### src/verilog/timer_pkg.sv
/*
  shared constants, field layouts and types of the timer core.
  assumes a 32-bit axi4-lite register bus with byte addresses.
*/
package timer_pkg;

  localparam int          ADDR_W      = 6;       // byte address width of the slave
  localparam int          CNT_W       = 10;      // main counter width
  localparam int          CMP_P_W     = 3;       // comparator p width (counter top bits)
  localparam int          P_LSB       = 7;       // lowest counter bit seen by comparator p
  localparam int          PSC_SYS     = 4;       // system clock ratio
  localparam int          PSC_H_LO    = 16;      // internal high clock first ratio
  localparam int          PSC_H_HI    = 64;      // internal high clock second ratio

  // register byte offsets
  localparam logic [5:0]  OFS_CTRL0   = 6'h00;   // timer_control_first
  localparam logic [5:0]  OFS_CTRL1   = 6'h04;   // timer_control_second
  localparam logic [5:0]  OFS_CNT_LO  = 6'h08;   // count_low_byte
  localparam logic [5:0]  OFS_CNT_HI  = 6'h0C;   // count_high_byte
  localparam logic [5:0]  OFS_CMPA_LO = 6'h10;   // match_a_low_byte
  localparam logic [5:0]  OFS_CMPA_HI = 6'h14;   // match_a_high_byte
  localparam logic [5:0]  OFS_STATUS  = 6'h18;   // sticky match flags, write one to clear
  localparam logic [5:0]  OFS_PINSEL  = 6'h1C;   // pin function selection bits

  // reset values
  localparam logic [7:0]  CTRL0_RST   = 8'h00;
  localparam logic [7:0]  CTRL1_RST   = 8'h00;
  localparam logic [2:0]  PINSEL_RST  = 3'h0;

  // status bit positions
  localparam int          STAT_A_BIT  = 0;
  localparam int          STAT_P_BIT  = 1;

  // axi responses
  localparam logic [1:0]  RESP_OKAY   = 2'h0;
  localparam logic [1:0]  RESP_SLVERR = 2'h2;

  typedef enum logic [2:0] {
    CLK_SYS4 = 3'h0, CLK_SYS = 3'h1, CLK_H16 = 3'h2, CLK_H64 = 3'h3,
    CLK_TB0  = 3'h4, CLK_TB1 = 3'h5, CLK_EXTR = 3'h6, CLK_EXTF = 3'h7
  } clk_sel_t;

  typedef enum logic [1:0] {
    MODE_CMP = 2'h0, MODE_CAP = 2'h1, MODE_PWM = 2'h2, MODE_TMR = 2'h3
  } mode_t;

  typedef struct packed {
    logic                 pause;     // hold counter value
    clk_sel_t             clk_sel;   // counter_clock_select
    logic                 on;        // counter_on_bit
    logic [CMP_P_W-1:0]   cmp_p;     // compare_p_value
  } ctrl0_t;

  typedef struct packed {
    mode_t                mode;      // operating mode
    logic [1:0]           pin_fn;    // pin_function_field
    logic                 out_init;  // initial or active level
    logic                 pol;       // pwm output inversion
    logic                 dpx;       // stored only
    logic                 cclr;      // 1: clear on a match, 0: on p match
  } ctrl1_t;

  typedef struct packed {
    logic                 out_en;    // timer_output_pin serves the timer
    logic                 cap_en;    // capture_input_pin serves the timer
    logic                 clk_en;    // external_clock_pin serves the timer
  } pinsel_t;

endpackage

### src/verilog/timer_core.sv
/*
  timer module common core: 10-bit counter, comparators a and p,
  capture, compare output, pwm and single pulse, axi4-lite registers.
  assumes the tick inputs are one-cycle pulses on aclk and pins are async.
*/
// The address map and the AXI4-Lite slave port were left to the implementer.
// Overview of operation
// - counter clock picked by three-bit select
// - external clock counts on chosen edge
// - single pulse triggered by external clock pin
// - capture on rising, falling or both edges
// - compare match interrupts, clears, drives output
// - separate interrupts for comparators a and p
// - compare output goes high, low or toggles
// - pwm shares the compare output pin
// - one edge pwm channel, one single pulse
// - one select bit per shared pin
// - low bytes reached only through byte buffer
// - low compare write fills buffer only
// - high compare write also loads low byte
// - high byte read loads buffer with low
// - low byte read returns the buffer
// - 10-bit up counter, p sees top three
// - counter cleared when enabled, kept when stopped
// - p code gives 128-clock multiples, zero overflows
// - capture field codes rise, fall, both, none
`timescale 1ns/100ps
module timer_core
  import timer_pkg::*;
(
  input  wire logic              aclk,
  input  wire logic              aresetn,
  input  wire logic [ADDR_W-1:0] s_axi_awaddr,
  input  wire logic              s_axi_awvalid,
  output logic                   s_axi_awready,
  input  wire logic [31:0]       s_axi_wdata,
  input  wire logic [3:0]        s_axi_wstrb,
  input  wire logic              s_axi_wvalid,
  output logic                   s_axi_wready,
  output logic [1:0]             s_axi_bresp,
  output logic                   s_axi_bvalid,
  input  wire logic              s_axi_bready,
  input  wire logic [ADDR_W-1:0] s_axi_araddr,
  input  wire logic              s_axi_arvalid,
  output logic                   s_axi_arready,
  output logic [31:0]            s_axi_rdata,
  output logic [1:0]             s_axi_rresp,
  output logic                   s_axi_rvalid,
  input  wire logic              s_axi_rready,
  input  wire logic              high_clock_tick,
  input  wire logic              time_base_tick,
  input  wire logic              external_clock_pin,
  input  wire logic              capture_input_pin,
  output logic                   timer_output_pin,
  output logic                   timer_output_oe,
  output logic                   match_a_irq,
  output logic                   match_p_irq
);

  ctrl0_t            c0_r;                     // timer_control_first
  ctrl1_t            c1_r;                     // timer_control_second
  pinsel_t           psel_r;                   // pin selection
  logic [CNT_W-1:0]  cnt_r;                    // main counter
  logic [CNT_W-1:0]  compare_a_value_r;                   // compare_a_value
  logic [7:0]        buf_r;                    // shared low byte buffer
  logic [1:0]        stat_r;                   // sticky match flags
  logic              on_prev_r;                // last counter_on_bit
  logic              sp_r;                     // single pulse active
  logic [1:0]        div4_r;                   // system clock divider
  logic [5:0]        hdiv_r;                   // high clock divider
  logic [ADDR_W-1:0] wa_r;                     // held write address
  logic [31:0]       wd_r;                     // held write data
  logic [3:0]        ws_r;                     // held write strobes
  logic [1:0]        ext_rise;                 // synced pin rising edges
  logic [1:0]        ext_fall;                 // synced pin falling edges
  logic              tick;                     // selected counter clock
  logic              run;                      // counting tick
  logic              on_rise;                  // counter_on_bit went high
  logic              sp_trig;                  // single pulse launch
  logic              cap_ev;                   // capture event
  logic              match_a;                  // comparator a hit
  logic              match_p;                  // comparator p hit
  logic [CNT_W-1:0]  cnt_inc;                  // next count
  logic              wr_exec;                  // write performed now
  logic              rd_exec;                  // read performed now
  logic              pwm_act;                  // pwm waveform active phase

  // word select shared by read and write decoding
  function automatic logic hit(input logic [ADDR_W-1:0] a, input logic [5:0] ofs);
    hit = (a[ADDR_W-1:2] == ofs[ADDR_W-1:2]);
  endfunction

  function automatic logic mapped(input logic [ADDR_W-1:0] a);
    mapped = (a[ADDR_W-1] == 1'b0);
  endfunction

  // pins pass two flops and an edge register first
  pin_edge_sync #(.N(2)) u_sync
  (
    .aclk      (aclk),
    .aresetn   (aresetn),
    .pin_async ({capture_input_pin, external_clock_pin}),
    .rise      (ext_rise),
    .fall      (ext_fall)
  );

  // counter clock source select
  always_comb
  begin
    case (c0_r.clk_sel)
      CLK_SYS4: tick = (div4_r == 2'(PSC_SYS - 1));
      CLK_SYS:  tick = 1'b1;
      CLK_H16:  tick = high_clock_tick && (hdiv_r[3:0] == 4'(PSC_H_LO - 1));
      CLK_H64:  tick = high_clock_tick && (hdiv_r == 6'(PSC_H_HI - 1));
      CLK_TB0,
      CLK_TB1:  tick = time_base_tick;
      CLK_EXTR: tick = psel_r.clk_en && ext_rise[0];
      CLK_EXTF: tick = psel_r.clk_en && ext_fall[0];
      default:  tick = 1'b0;
    endcase
  end

  // prescalers run free so ratios stay steady
  always_ff @(posedge aclk)
  begin
    if (!aresetn)
    begin
      div4_r <= 2'h0;
      hdiv_r <= 6'h00;
    end
    else
    begin
      div4_r <= div4_r + 2'h1;
      if (high_clock_tick)
        hdiv_r <= hdiv_r + 6'h01;
    end
  end

  // match and event decode
  always_comb
  begin
    on_rise = c0_r.on && !on_prev_r;
    run     = tick && c0_r.on && !c0_r.pause;
    cnt_inc = cnt_r + 10'h001;
    // a match is seen as the counter reaches the value
    match_a = run && (cnt_inc == compare_a_value_r) && (c1_r.mode != MODE_CAP);
    // p code zero means full overflow, else 128-clock steps
    if (c0_r.cmp_p == 3'h0)
      match_p = run && (cnt_r == 10'h3FF);
    else
      match_p = run && (cnt_inc == {c0_r.cmp_p, 7'h00});
    sp_trig = (c1_r.mode == MODE_PWM) && (c1_r.pin_fn == 2'h3) && c0_r.on
              && psel_r.clk_en && ext_rise[0];
    case (c1_r.pin_fn)
      2'h0:    cap_ev = ext_rise[1];
      2'h1:    cap_ev = ext_fall[1];
      2'h2:    cap_ev = ext_rise[1] | ext_fall[1];
      default: cap_ev = 1'b0;
    endcase
    cap_ev  = cap_ev && psel_r.cap_en && c0_r.on && (c1_r.mode == MODE_CAP);
    pwm_act = (cnt_r < compare_a_value_r);
  end

  // main counter
  always_ff @(posedge aclk)
  begin
    if (!aresetn)
    begin
      cnt_r     <= '0;
      on_prev_r <= 1'b0;
    end
    else
    begin
      on_prev_r <= c0_r.on;
      if (on_rise || sp_trig)
        cnt_r <= '0;
      else if (run)
      begin
        // clear source: a when cclr set, else p
        if (c1_r.cclr ? match_a : match_p)
          cnt_r <= '0;
        else
          cnt_r <= cnt_inc;
      end
    end
  end

  // single pulse window, closed by comparator a
  always_ff @(posedge aclk)
  begin
    if (!aresetn)
      sp_r <= 1'b0;
    else if (sp_trig)
      sp_r <= 1'b1;
    else if (match_a || !c0_r.on)
      sp_r <= 1'b0;
  end

  // output pin level; pwm and compare share one pin
  always_ff @(posedge aclk)
  begin
    if (!aresetn)
    begin
      timer_output_pin <= 1'b0;
      timer_output_oe  <= 1'b0;
    end
    else
    begin
      timer_output_oe <= psel_r.out_en;
      if (c1_r.mode == MODE_CMP)
      begin
        if (on_rise)
          timer_output_pin <= c1_r.out_init;
        else if (match_a)
        begin
          case (c1_r.pin_fn)
            2'h1:    timer_output_pin <= 1'b0;
            2'h2:    timer_output_pin <= 1'b1;
            2'h3:    timer_output_pin <= ~timer_output_pin;
            default: timer_output_pin <= timer_output_pin;
          endcase
        end
      end
      else if (c1_r.mode == MODE_PWM)
      begin
        // active level from out_init, pol inverts the pin
        case (c1_r.pin_fn)
          2'h0:    timer_output_pin <= ~c1_r.out_init ^ c1_r.pol;
          2'h1:    timer_output_pin <= c1_r.out_init ^ c1_r.pol;
          2'h2:    timer_output_pin <= ((pwm_act && c0_r.on) ~^ c1_r.out_init) ^ c1_r.pol;
          default: timer_output_pin <= (sp_r ~^ c1_r.out_init) ^ c1_r.pol;
        endcase
      end
      // timer and capture modes leave the pin as it is
    end
  end

  // two interrupt pulses plus sticky copies
  always_ff @(posedge aclk)
  begin
    if (!aresetn)
    begin
      match_a_irq <= 1'b0;
      match_p_irq <= 1'b0;
      stat_r      <= 2'h0;
    end
    else
    begin
      match_a_irq <= match_a || cap_ev;
      match_p_irq <= match_p;
      // set wins over a same-cycle clear
      stat_r <= (stat_r & ~((wr_exec && hit(wa_r, OFS_STATUS) && ws_r[0]) ? wd_r[1:0] : 2'h0))
                | {match_p, match_a || cap_ev};
    end
  end

  // axi write channels, taken in either order
  always_ff @(posedge aclk)
  begin
    if (!aresetn)
    begin
      s_axi_awready <= 1'b1;
      s_axi_wready  <= 1'b1;
      s_axi_bvalid  <= 1'b0;
      s_axi_bresp   <= RESP_OKAY;
      wa_r          <= '0;
      wd_r          <= 32'h0000_0000;
      ws_r          <= 4'h0;
    end
    else
    begin
      if (s_axi_awvalid && s_axi_awready)
      begin
        s_axi_awready <= 1'b0;
        wa_r          <= s_axi_awaddr;
      end
      if (s_axi_wvalid && s_axi_wready)
      begin
        s_axi_wready <= 1'b0;
        wd_r         <= s_axi_wdata;
        ws_r         <= s_axi_wstrb;
      end
      if (wr_exec)
      begin
        s_axi_bvalid <= 1'b1;
        s_axi_bresp  <= mapped(wa_r) ? RESP_OKAY : RESP_SLVERR;
      end
      if (s_axi_bvalid && s_axi_bready)
      begin
        s_axi_bvalid  <= 1'b0;
        s_axi_awready <= 1'b1;
        s_axi_wready  <= 1'b1;
      end
    end
  end

  assign wr_exec = !s_axi_awready && !s_axi_wready && !s_axi_bvalid;
  assign rd_exec = s_axi_arvalid && s_axi_arready;

  // control registers, lane 0 carries every field
  always_ff @(posedge aclk)
  begin
    if (!aresetn)
    begin
      c0_r   <= ctrl0_t'(CTRL0_RST);
      c1_r   <= ctrl1_t'(CTRL1_RST);
      psel_r <= pinsel_t'(PINSEL_RST);
    end
    else if (wr_exec && ws_r[0])
    begin
      if (hit(wa_r, OFS_CTRL0))
        c0_r <= ctrl0_t'(wd_r[7:0]);
      if (hit(wa_r, OFS_CTRL1))
        c1_r <= ctrl1_t'(wd_r[7:0]);
      if (hit(wa_r, OFS_PINSEL))
        psel_r <= pinsel_t'(wd_r[2:0]);
    end
  end

  // comparator a and byte buffer; write side wins the buffer
  always_ff @(posedge aclk)
  begin
    if (!aresetn)
    begin
      compare_a_value_r <= '0;
      buf_r  <= 8'h00;
    end
    else
    begin
      if (cap_ev)
        compare_a_value_r <= cnt_r;
      else if (wr_exec && ws_r[0] && hit(wa_r, OFS_CMPA_HI))
        compare_a_value_r <= {wd_r[1:0], buf_r};
      if (wr_exec && ws_r[0] && hit(wa_r, OFS_CMPA_LO))
        buf_r <= wd_r[7:0];
      else if (rd_exec && hit(s_axi_araddr, OFS_CNT_HI))
        buf_r <= cnt_r[7:0];
      else if (rd_exec && hit(s_axi_araddr, OFS_CMPA_HI))
        buf_r <= compare_a_value_r[7:0];
    end
  end

  // axi read channel, data registered at the address edge
  always_ff @(posedge aclk)
  begin
    if (!aresetn)
    begin
      s_axi_arready <= 1'b1;
      s_axi_rvalid  <= 1'b0;
      s_axi_rdata   <= 32'h0000_0000;
      s_axi_rresp   <= RESP_OKAY;
    end
    else if (rd_exec)
    begin
      s_axi_arready <= 1'b0;
      s_axi_rvalid  <= 1'b1;
      s_axi_rresp   <= mapped(s_axi_araddr) ? RESP_OKAY : RESP_SLVERR;
      s_axi_rdata   <= 32'h0000_0000;
      if (hit(s_axi_araddr, OFS_CTRL0))
        s_axi_rdata[7:0] <= c0_r;
      else if (hit(s_axi_araddr, OFS_CTRL1))
        s_axi_rdata[7:0] <= c1_r;
      else if (hit(s_axi_araddr, OFS_CNT_LO) || hit(s_axi_araddr, OFS_CMPA_LO))
        s_axi_rdata[7:0] <= buf_r;
      else if (hit(s_axi_araddr, OFS_CNT_HI))
        s_axi_rdata[1:0] <= cnt_r[9:8];
      else if (hit(s_axi_araddr, OFS_CMPA_HI))
        s_axi_rdata[1:0] <= compare_a_value_r[9:8];
      else if (hit(s_axi_araddr, OFS_STATUS))
        s_axi_rdata[1:0] <= stat_r;
      else if (hit(s_axi_araddr, OFS_PINSEL))
        s_axi_rdata[2:0] <= psel_r;
    end
    else if (s_axi_rvalid && s_axi_rready)
    begin
      s_axi_rvalid  <= 1'b0;
      s_axi_arready <= 1'b1;
    end
  end
endmodule // timer_core

### src/verilog/pin_edge_sync.sv
/*
  two-flop synchronisers with registered edge detection for pins.
  assumes asynchronous pin levels and a single system clock.
*/
`timescale 1ns/100ps
module pin_edge_sync
#(
  parameter int N = 2                          // number of pins
)
(
  input  wire logic         aclk,
  input  wire logic         aresetn,
  input  wire logic [N-1:0] pin_async,
  output logic      [N-1:0] rise,
  output logic      [N-1:0] fall
);

  genvar i;
  generate
    for (i = 0; i < N; i++)
    begin : g_pin
      logic meta_r;                            // first stage, read by sync_r only
      logic sync_r;                            // second stage
      logic last_r;                            // previous synced level

      // sync chain and edge pulses
      always_ff @(posedge aclk)
      begin
        if (!aresetn)
        begin
          meta_r     <= 1'b0;
          sync_r     <= 1'b0;
          last_r     <= 1'b0;
          rise[i]    <= 1'b0;
          fall[i]    <= 1'b0;
        end
        else
        begin
          meta_r     <= pin_async[i];
          sync_r     <= meta_r;
          last_r     <= sync_r;
          rise[i]    <= sync_r & ~last_r;
          fall[i]    <= ~sync_r & last_r;
        end
      end
    end
  endgenerate

endmodule // pin_edge_sync

### config.mk
export PLATFORM = sky130hd
export DESIGN_NAME = timer_core
export DESIGN_NICKNAME = d
export VERILOG_FILES = /design/src/verilog/timer_pkg.sv /design/src/verilog/timer_core.sv /design/src/verilog/pin_edge_sync.sv
export SDC_FILE = /design/constraint.sdc
export NUM_CORES = 1
export LEC_CHECK = 0
export ABC_CLOCK_PERIOD_IN_PS = 3300
export BUFFER_PORTS_ARGS = -buffer_cell sky130_fd_sc_hd__buf_2
export CAP_MARGIN = 20
export CELL_PAD_IN_SITES_DETAIL_PLACEMENT = 2
export CELL_PAD_IN_SITES_GLOBAL_PLACEMENT = 2
export CORE_MARGIN = 1.5
export CORE_UTILIZATION = 33
export DETAILED_ROUTE_END_ITERATION = 6
export HOLD_SLACK_MARGIN = 0.15
export PLACE_DENSITY = 0.86
export SYNTH_ARGS = -nofsm -noshare
export SYNTH_HDL_FRONTEND = slang
export SYNTH_HIERARCHICAL = 1
export SYNTH_SLANG_ARGS = --single-unit
### constraint.sdc
create_clock -name aclk -period 3.3 [get_ports aclk]
set_clock_uncertainty 0.1 [all_clocks]
set_input_delay 0.66 -clock aclk [delete_from_list [all_inputs] [get_ports aclk]]
set_output_delay 0.66 -clock aclk [all_outputs]
set_load 0.01 [all_outputs]
Word-level counts from Yosys, hierarchy flattened
Index checks and enable logic that the tools add are counted.
Cells by class
  muxes and demuxes: 36
  bitwise gates (word level): 21
  add/subtract/negate cells: 3
  reductions and logical operators: 61
  equality and inequality tests: 33
  $lt $le $gt $ge: 1
Operators by type and width (number)
  8-bit 2-to-1 mux: 5
  1-bit logical AND: 33
  4-bit by 3-bit == test with 1-bit output (second input constant): 8
  10-bit 2-to-1 mux: 3
  10-bit == test: 2
  1-bit 2-to-1 mux: 15
  3-bit == test (second input constant): 4
  2-bit 2-to-1 mux: 6
  10-bit by 1-bit adder with 10-bit output (second input constant): 1
  10-bit == test (second input constant): 1
  10-bit < comparator: 1
  1-bit one-hot mux with 3 select lines: 3
  2-bit == test (second input constant): 4
  4-bit by 1-bit == test with 1-bit output (second input constant): 2
  4-bit by 2-bit == test with 1-bit output (second input constant): 2
  4-bit logical NOT: 2
  2-bit nonzero test: 4
  1-bit inverter: 7
  1-bit one-hot mux with 7 select lines: 1
  6-bit by 1-bit adder with 6-bit output (second input constant): 1
  3-bit by 2-bit == test with 1-bit output (second input constant): 2
  6-bit == test (second input constant): 1
  1-bit logical NOT: 6
  3-bit logical NOT: 2
  22 further kinds: 39
Word-level totals
  register bits after elaboration: 105
  input bits: 59
  output and inout port bits: 45
  logic and storage cells: 201

Logic depth before layout (Yosys ltp)
Gate-level depths: netlist of run 1.
  depth in word-level cells: 10
  depth in mapped cells: 11
  mapped depth without buffers: 10

Hierarchy
The synthesis of run 1 kept the hierarchy.
Modules (own cells, without submodules)
  timer_core: seq. area each 1821.7 µm², area each 5286.3 µm², times used 1, cells an instance 636
  pin_edge_sync: seq. area each 200.2 µm², area each 280.3 µm², times used 1, cells an instance 20

Worst setup path after synthesis of run 1
OpenSTA, ideal clock, no wires.
  kind: reg-to-reg
  start: register cnt_r[0]
  end: register timer_output_pin
  slack: 0.772 ns
  library setup time: 0.072 ns
  buffers on the path: 0
  required time: 3.128 ns
  period minus slack after synthesis: 2.528 ns
  arrival time: 2.357 ns
  cell stages (with the launch flop): 10
  path through: dfxtp_1 > ha_1 > xor2_1 > a2111oi_4 > o2111ai_1 > a2111o_1 > nor3_2 > o21ai_1 > a31oi_1 > mux2i_1
On the way
  cells in the longest elaborated chain, start to end: 7
  elaborated cells between the ends (all ways): 13
  those cells by class: add/sub (1); order compare (1); eq/ne (2); mux (3); bitwise (2); reduce/logical (4)
RTL lines
  start: declaration: RTL line timer_core.sv:63  | logic [CNT_W-1:0] cnt_r;
  start signal: assignment: RTL line timer_core.sv:183  | cnt_r <= cnt_inc;
  parallel branches: the longest is 7 deep, another holds 10-bit by 1-bit adder with 10-bit output
  end signal: assignment: RTL line timer_core.sv:228  | 2'h0: timer_output_pin <= ~c1_r.out_init ^ c1_r.pol;
  end signal: assignment: RTL line timer_core.sv:230  | 2'h2: timer_output_pin <= ((pwm_act && c0_r.on) ~^ c1_r.out_init) ^ c1_r.pol;
  end signal: assignment: RTL line timer_core.sv:231  | default: timer_output_pin <= (sp_r ~^ c1_r.out_init) ^ c1_r.pol;
  end: declaration: RTL line timer_core.sv:54  | output logic timer_output_pin,
Parallel ways; which one is timed is not known. The select of a mux whose other input is x is not followed.
A chain may end at the register's enable or synchronous reset.

Final worst setup path of run 1
  start: register cnt_r[0]
  end: register cnt_r[5]
On the way
  cells in the longest elaborated chain, start to end: 6
  elaborated cells between the ends (all ways): 11
  those cells by class: add/sub (1); eq/ne (3); mux (3); reduce/logical (4)
RTL lines
  10-bit by 1-bit adder with 10-bit output: RTL line timer_core.sv:144  | cnt_inc = cnt_r + 10'h001;
  10-bit == test, on equally long branches: RTL line timer_core.sv:151, timer_core.sv:146
  1-bit logical AND, on equally long branches: RTL line timer_core.sv:151, timer_core.sv:146
  1-bit 2-to-1 mux / 1-bit logical AND (equally long branches): RTL line timer_core.sv:148, timer_core.sv:146
  1-bit 2-to-1 mux: RTL line timer_core.sv:180  | if (c1_r.cclr ? match_a : match_p)
  10-bit 2-to-1 mux (*): RTL line timer_core.sv:180
Mark *: on every way between the ends. The rest lies on a longest branch, timed or not.

==> flow_summary.ini, run 1 <==
[outcome]
status = complete, no violations

[worst_hold_path]
min_path_type = flip-flop to flip-flop
whs_path_depth = 1
hp-start = u_sync/g_pin[0].meta_r

[clocking]
cts_buffers = 9
clock_path_buffers = 2
post_cts.repair.setup_buffers = 0
cts_sinks = 101
cts.htree.levels = 3
tritoncts = yes
clk_pin_slew_ns = 0.08
clockRootBuffer = clkbuf_16
clock_latency_ns = 0.37

[critical_path]
ff2ff_setup_slack_ns = 0.23
cp_slowest_stage_delay_ns = 0.54
end_kind = flip-flop
worstSetupPathType = flip-flop to flip-flop
arrival_ns = 3.22
crit_end = cnt_r[5]
reg2regPathDepth = 9
worst_ep_required_time_ns = 3.45
cp_max_fo = 10
crit_family = compound AO/OA/AOI/OAI gates
reg2reg_to = cnt_r[5]
path_buf_inv = 0
start_kind = flip-flop
crit_start = cnt_r[0]
crit_slowest_cell = dfxtp_1
cp.depth = 9
cp_cell_sequence = ha_1 -> nand3_1 -> o21ai_1 -> a21oi_1 -> a2111o_1 -> o31ai_2 -> a211o_2 -> o22ai_1 -> o2bb2ai_1
rr_startpoint = cnt_r[0]

[timing]
fmax_mhz = 326
tns_ns = 0
rsz0062_at_grt = false
finalCriticalPeriod_ns = 3.07
setup_viol = 0
hold_violations = 0
setup_ws_ns = 0.234
fin_hold_ws_ns = 0.360
slew_viol_final = 0
final.period_utilization_pct = 92.9
worst_slew_pin_slew_ns = 1.02
slew_headroom_pct = 31.2

[synth]
synthArstFlopShare_pct = 0
ys.flop_type = dfxtp_1
ys_types = 64
syn_avg_cell_area_um2 = 8.49
synthCells = 656
synth-edff-count = 0
synth.ff_latch_count = 101
yosysWarningCount = 6
synthesis.area_um2 = 5570
seq_area_frac_synth_pct = 36.3

[placement]
dp_hpwl_um = 13000
globalplace.congestion = 0.841
dp_cells = 893
placed_area_um2 = 5890
pre_cts_ws_ns = 0.131
io_buffers = 46

[final_layout]
final_area_um2 = 6180
final_cell_mix = dfxtp_1, nand2_1, buf_2
fill_cells = 1842
final_util_pct = 37.4
drive_above_1_share_pct = 13.6
antenna_cells = 0
fin_cells = 909
syn2layout_area_growth_pct = 11.0
layout.nets = 757
final_common_cell = dfxtp_1

[die]
initial_core_util_pct = 33.7
die_w_um = 133
rows = 47
io_pins = 104
die_area_um2 = 17700
core_area_um2 = 16500
die_h_um = 133

[global_routing]
grt_pass1_vias = 5413
grt_pass1_wl_um = 30200
antenna_found_initial = 0
grt_max_degree = 92
grt_use_total_pct = 21.9
grt-ovfl-total = 0

[detailed_routing]
drc_errors = 0
drt-initial-drc-count = 326
routed_via_density = 5.43
postRouteAntennaNets = 0
vias = 4936
wirelength_um = 18800
wl_per_cell_um = 20.7
dr.pass1.iters = 5

[run]
max_cap_viol_count = 0

[power_and_ir_drop]
vdd_drop_max_v = 0.000277
cellLeakagePower_nw = 2.38
powerDensity_nw_per_um2 = 410
power_mw = 2.54
## sequential cells by signal (all words and copies together), names as in the netlist, 2 cells and up
signal / cells
cnt_r: 10
compare_a_value_r: 10
buf_r: 8
c0_r: 8
c1_r: 8
s_axi_rdata: 8
wd_r: 8
hdiv_r: 6
wa_r: 4
psel_r: 3
div4_r: 2
stat_r: 2
u_sync/fall: 2
u_sync/g_pin.last_r: 2
u_sync/g_pin.meta_r: 2
u_sync/g_pin.sync_r: 2
u_sync/rise: 2
## synth_stat cells (all sizes together) (2+ instances only)
cell	number	area, µm²
dfxtp	101	2020
nand2	69	259
mux2i	41	410
nor2b	37	231
a21oi	35	175
buf	34	248
clkbuf	33	128
o21ai	32	160
and2	27	176
nand3	27	135
nor2	27	101
a21boi	22	165
inv	20	75.1
ha	14	175
a211oi	13	97.6
xnor2	10	87.6
nor3	9	55.1
nand4	8	50.1
xor2	7	61.3
nand2b	6	37.5
o211ai	6	45.0
o21a	6	45.0
a222oi	5	50.1
and3b	5	43.8
nor4	5	31.3
a2111oi	4	53.8
a211o	4	36.3
and3	4	25.0
and4	4	37.5
o22ai	4	25.0
a21o	3	22.5
a31oi	3	18.8
nor3b	3	22.5
o31ai	3	27.5
a22oi	2	15.0
a31o	2	17.5
o221ai	2	17.5
or2	2	12.5
or3	2	12.5
xnor3	2	45.0
## where the power goes
part / internal (mW) / total [mW] / switching, mW
logic: 0.0673 / 0.180 / 0.113
registers: 1.25 / 1.29 / 0.0361
clock network: 0.538 / 1.07 / 0.532
total: 1.86 / 2.54 / 0.681
## worst reg2reg max path, delay by kind of cell, from the launching register on
kind                     cells  cell delay (ns)
AND/OR/NAND/NOR              1             0.31
flip-flops                   1             0.54
adder cells (fa/ha/maj)      1             0.37
AO/OA/AOI/OAI                7             1.65
## how the worst min path moves through the flow
stage | to | slack [ns]
6_report | u_sync/g_pin[0].sync_r | 0.36
5_1_grt | u_sync/g_pin[0].sync_r | 0.38
4_1_cts | u_sync/g_pin[0].sync_r | 0.36
3_5_place_dp | u_sync/g_pin[0].sync_r | 0.34
3_3_place_gp | div4_r[0] | 0.31
2_1_floorplan | div4_r[0] | 0.30
## area by class of cell
type                       instances  area [µm²]  area share [%]
inverter                          20        75.1            1.22
timing repair buffer              59         328            5.31
clock inverter                     6        43.8           0.709
tap                              220         275            4.46
clock buffer                      10         239            3.87
sequential                       101        2020            32.7
multi-input combinational        493        3190            51.7
## layer usage
| metal | global-route usage [%] | vias up | routed length [µm] |
|---|---|---|---|
| met5 | 0 | - | 0 |
| met4 | 8.55 | 0 | 496 |
| met3 | 3.33 | 31 | 570 |
| met2 | 39.3 | 118 | 9710 |
| met1 | 26.2 | 2471 | 8040 |
| li1 | - | 2316 | - |
## timing repair
| item | CTS | global route |
|---|---|---|
| hold buffers | 0 | 0 |
| setup endpoints to repair | 0 | 10 |
| gates resized for setup | 0 | 3 |
## logic make-up after synthesis
| family | Yosys count | synth area share (%) |
|---|---|---|
| compound gates | 154 | 18.8 |
| xor+xnor | 19 | 3.48 |
| fa+ha+maj | 14 | 3.15 |
| buf+inv | 87 | 8.09 |
| flops | 101 | 36.3 |
| mux | 41 | 7.37 |
| other cells | 1 | 0.0674 |
| simple gates | 239 | 22.7 |
No activity file was read; power rests on OpenSTA's default activity.
==> run 2, diff against run 1 <==
- ABC_CLOCK_PERIOD_IN_PS: 3300 -> 3600
- CORE_UTILIZATION: 33 -> 36
- PLACE_DENSITY: 0.86 -> 0.92
- SKIP_CTS_REPAIR_TIMING: not set -> 1
- clock period: 3.3 -> 3.6 ns (I/O delays scaled with it)
==> run 2 against run 1 <==
Maximum frequency shrank 9.2%. Total power shrank 6.6%. Final cell count shrank 4.0%. Critical path depth is the same. Worst setup slack lost 0.012 ns. Wire length grew 13%. Hold slack lost 0.0019 ns. Register-to-register slack is essentially flat. Critical endpoint is now stat_r[1]. Utilization grew 3.0 points. First-iteration DRC count shrank 9.5%. Sequential power shrank 9%. Clock power shrank 6%.
==> flow_summary.ini, run 2 (synthesis results as in run 1) <==
[clocking]
tritoncts = yes
cts_buffers = 9
cts_sinks = 101
clock_path_buffers = 2
clock_latency_ns = 0.37
clockRootBuffer = clkbuf_16
clk_pin_slew_ns = 0.07
cts.htree.levels = 3

[placement]
dp_hpwl_um = 13900
io_buffers = 46
pre_cts_ws_ns = 0.391
globalplace.congestion = 0.873

[power_and_ir_drop]
power_mw = 2.37
cellLeakagePower_nw = 2.37
power_frac_comb_pct = 7.4
powerDensity_nw_per_um2 = 387
switching_power_mw = 0.645
switching_share_pct = 27.2
internal_power_mw = 1.72
vdd_drop_max_v = 0.000253
clockPowerShare_pct = 42.8
power.share.sequential_pct = 49.9

[critical_path]
end_kind = flip-flop
cp_slowest_stage_delay_ns = 0.60
crit_family = compound AO/OA/AOI/OAI gates
worst_ep_required_time_ns = 3.80
worstSetupPathType = flip-flop to flip-flop
path_common_cell = a21oi_1
start_kind = flip-flop
cp_max_fo = 11
path_buf_inv = 0
crit_slowest_cell = dfxtp_1
arrival_ns = 3.58
cp_cell_sequence = ha_1 -> nand3_1 -> a311oi_1 -> o22ai_1 -> a2111oi_1 -> a21oi_1 -> nor2_1 -> a21oi_1 -> nor2b_1

[detailed_routing]
wl_per_cell_um = 24.4
routed_via_density = 5.89
wirelength_um = 21300
dr.pass1.iters = 5
drt-initial-drc-count = 295
postRouteAntennaNets = 0
drc_errors = 0
vias = 5145

[final_layout]
largestRegisters = cnt_r x10, compare_a_value_r x10
layout.nets = 753
drive_above_1_share_pct = 13.0
final_cell_mix = dfxtp_1, nand2_1, buf_2
final_util_pct = 40.4
syn2layout_area_growth_pct = 9.91
antenna_cells = 0
final_common_cell = dfxtp_1

[timing]
slew_viol_final = 0
worst_slew_pin_slew_ns = 1.00
slew_headroom_pct = 32.5
tns_ns = 0
hold_violations = 0
rsz0062_at_grt = false
setup_ws_ns = 0.223
setup_viol = 0
final.period_utilization_pct = 93.8
finalCriticalPeriod_ns = 3.38
fmax_mhz = 296

[global_routing]
grt_max_degree = 67
antenna_found_initial = 0
grt_use_total_pct = 27.2
grt_pass1_vias = 5793
grt-ovfl-total = 0
grt_pass1_wl_um = 33200

[die]
core_area_um2 = 15100
die_h_um = 127
rows = 45
io_pins = 104
die_area_um2 = 16200
initial_core_util_pct = 36.8
die_w_um = 127

[run]
max_cap_viol_count = 0

[worst_hold_path]
min_path_type = flip-flop to flip-flop

[outcome]
status = complete, no violations
run 2: cell types whose count changed in the layout (fill, tap and decap cells not counted), sizes merged:
cell,before,now
clkinv,3,2
clkbuf,10,11
buf,59,55
run 2: power groups by stage:
stage	Combinational (mW)	Sequential, mW	Clock, mW
floorplan	0.123	1.19	0
global placement	0.148	1.20	0
detailed placement	0.164	1.20	0
CTS	0.174	1.18	1.02
global route	0.191	1.18	1.06
finish	0.175	1.18	1.01
run 2: metal layers:
metal / vias to the layer above / track usage [%] / routed length (µm)
li1: 2301 / - / -
met1: 2595 / 29.3 / 8280
met2: 179 / 50.0 / 11200
met3: 70 / 5.44 / 826
met4: 0 / 14.1 / 946
met5: - / 0 / 0
run 2: stage by stage:
| stage | hold WS (ns) | cell area, µm² | std cells |
|---|---|---|---|
| global route | 0.377 | 6120 | 873 |
| CTS | 0.358 | 6120 | 873 |
| floorplan | 0.298 | 5660 | 681 |
| finish | 0.358 | 6120 | 873 |
| detailed placement | 0.341 | 5820 | 857 |
| global placement | 0.308 | 5820 | 857 |
run 2: area by class of cell:
class / count / area [µm²]
Timing Repair Buffer: 55 / 298
Inverter: 20 / 75.1
Clock inverter: 5 / 41.3
Tap cell: 188 / 235
Sequential cell: 101 / 2020
Clock buffer: 11 / 253
Multi-Input combinational cell: 493 / 3190
Fill cell: 1685 / 9030
run 2: worst paths after layout:
kind	startpoint	to	slack, ns	cells after the start
max	cnt_r[1]	stat_r[1]	0.22	9
min	u_sync/g_pin[0].meta_r	u_sync/g_pin[0].sync_r	0.36	1
max reg2reg	cnt_r[1]	stat_r[1]	0.22	9
min reg2reg	u_sync/g_pin[0].meta_r	u_sync/g_pin[0].sync_r	0.36	1
==> run 3, diff against run 2 <==
- ABC_CLOCK_PERIOD_IN_PS: 3600 -> 3900
- PLACE_DENSITY: 0.92 -> 0.91
- SYNTH_HIERARCHICAL: 1 -> not set
- clock period: 3.6 -> 3.9 ns (I/O delays scaled with it)
==> run 3 against run 2 <==
Final area up 2.2%. Worst setup slack improved by 0.28 ns. Count of clock-buffer cells in the layout shrank 2. Synthesized area increased by 3.3%. Utilization decreased by 0.76 points.
==> flow_summary.ini, run 3 <==
[die]
die_area_um2 = 16700
io_pins = 104
die_w_um = 129
die_h_um = 129
initial_core_util_pct = 36.5
rows = 46
core_area_um2 = 15800

[timing]
fmax_mhz = 294
finalCriticalPeriod_ns = 3.40
slew_viol_final = 0
setup_viol = 0
rsz0062_at_grt = false
hold_violations = 0
slew_headroom_pct = 28.4
tns_ns = 0
worst_slew_pin_slew_ns = 1.07
setup_ws_ns = 0.500
fin_hold_ws_ns = 0.335
final.period_utilization_pct = 87.2

[detailed_routing]
wirelength_um = 19600
route.met2.wl_um = 10100
dr.pass1.iters = 4
drt-initial-drc-count = 233
met1_length_um = 8020
postRouteAntennaNets = 0
vias = 5080
wl_per_cell_um = 21.4
met3WireLength_um = 731
drc_errors = 0
highest_layer = met4
routed_via_density = 5.57

[critical_path]
rr_startpoint = cnt_r[1]
worst_ep_required_time_ns = 4.03
worstSetupPathType = flip-flop to flip-flop
cp_max_fo = 13
reg2reg_to = cnt_r[7]
crit_start = cnt_r[1]
ff2ff_setup_slack_ns = 0.50
start_kind = flip-flop
reg2regPathDepth = 9
end_kind = flip-flop
arrival_ns = 3.53

[synth]
synth.most_common_cell = dfxtp_1
synth-edff-count = 0
ys.flop_type = dfxtp_1
yosysWarningCount = 0
synthArstFlopShare_pct = 0
seq_area_frac_synth_pct = 35.2
synth_top_area_cell = dfxtp_1
yosys-top-cells-area = dfxtp_1, mux2i_1, nand2_1
yosysTopAreaCellShare_pct = 35.2
synthesis.area_um2 = 5750
ys_types = 75
syn_avg_cell_area_um2 = 8.56
synth.ff_latch_count = 101
synthCells = 672
synth_common_cells = dfxtp_1, nand2_1, nor2_1, mux2i_1

[worst_hold_path]
min_path_type = flip-flop to flip-flop
hp-start = u_sync.g_pin[0].last_r
whs_path_depth = 1
min_to = u_sync.rise[0]

[placement]
placed_area_um2 = 5960
dp_hpwl_um = 14100
pre_cts_ws_ns = 0.602
globalplace.congestion = 0.844
dp_cells = 896
io_buffers = 46

[global_routing]
grt-ovfl-total = 0
grt_pass1_vias = 5583
grt_pass1_wl_um = 31000
antenna_found_initial = 0
grt_use_total_pct = 24.3
grt_max_degree = 90

[final_layout]
final_common_cell = dfxtp_1
fin_cells = 912
layout.nets = 764
final_util_pct = 39.6
syn2layout_area_growth_pct = 8.70
antenna_cells = 0
final_cell_mix = dfxtp_1, nand2_1, buf_2
largestRegisters = cnt_r x10, compare_a_value_r x10
drive_above_1_share_pct = 13.1
fill_cells = 1794
final_area_um2 = 6250

[outcome]
status = complete, no violations

[power_and_ir_drop]
cellLeakagePower_nw = 2.39
power_mw = 2.16
vdd_drop_max_v = 0.000184
powerDensity_nw_per_um2 = 346

[clocking]
cts_buffers = 9
clockRootBuffer = clkbuf_16
clock_latency_ns = 0.37
tritoncts = yes
clock_path_buffers = 2
cts_sinks = 101
cts.htree.levels = 3
clk_pin_slew_ns = 0.08

[run]
max_cap_viol_count = 0
## run 3: cell type report
type                            count  area (µm²)  share of cell area (%)
Multi-Input combinational cell    506        3320                    53.1
Sequential cell                   101        2020                    32.3
Tap cell                          216         270                    4.32
Timing Repair Buffer               51         268                    4.28
Clock buffer                        9         225                    3.60
Inverter                           22        82.6                    1.32
Clock inverter                      7        65.1                    1.04
## run 3: how the worst max path moves through the flow
| stage | slack, ns | to |
|---|---|---|
| 2_1_floorplan | 1.41 | buf_r[7] |
| 5_1_grt | 0.34 | cnt_r[7] |
| 3_3_place_gp | 0.75 | cnt_r[7] |
| 6_report | 0.50 | cnt_r[7] |
| 4_1_cts | 0.50 | cnt_r[7] |
| 3_5_place_dp | 0.60 | cnt_r[7] |
## run 3: power breakdown
part | leakage [nW] | internal, mW | switching, mW
Sequential | 0.821 | 1.06 | 0.0328
Clock | 0.146 | 0.451 | 0.460
Combinational | 1.42 | 0.0602 | 0.102
Total | 2.39 | 1.57 | 0.595
## run 3: cells by family after synthesis
family,synth area share (%)
other cells,0.0652
mux,7.07
buf+inv,8.86
flops,35.2
xor+xnor,3.94
simple gates,24.3
fa+ha+maj,3.22
compound gates,17.3
## run 3: worst max-delay path: stages (launching register included)
cell and delay [ns]:
dfxtp_1 0.69, ha_1 0.49, and4_1 0.37, a21oi_1 0.13, or3b_1 0.42, nor4_2 0.36
a32oi_1 0.18, buf_4 0.22, a41oi_1 0.23, a21oi_1 0.06
## run 3: metal layers
metal	global-route usage (%)	vias up
li1	-	2357
met1	28.4	2524
met2	43.5	149
met3	4.38	50
met4	10.6	0
met5	0	-
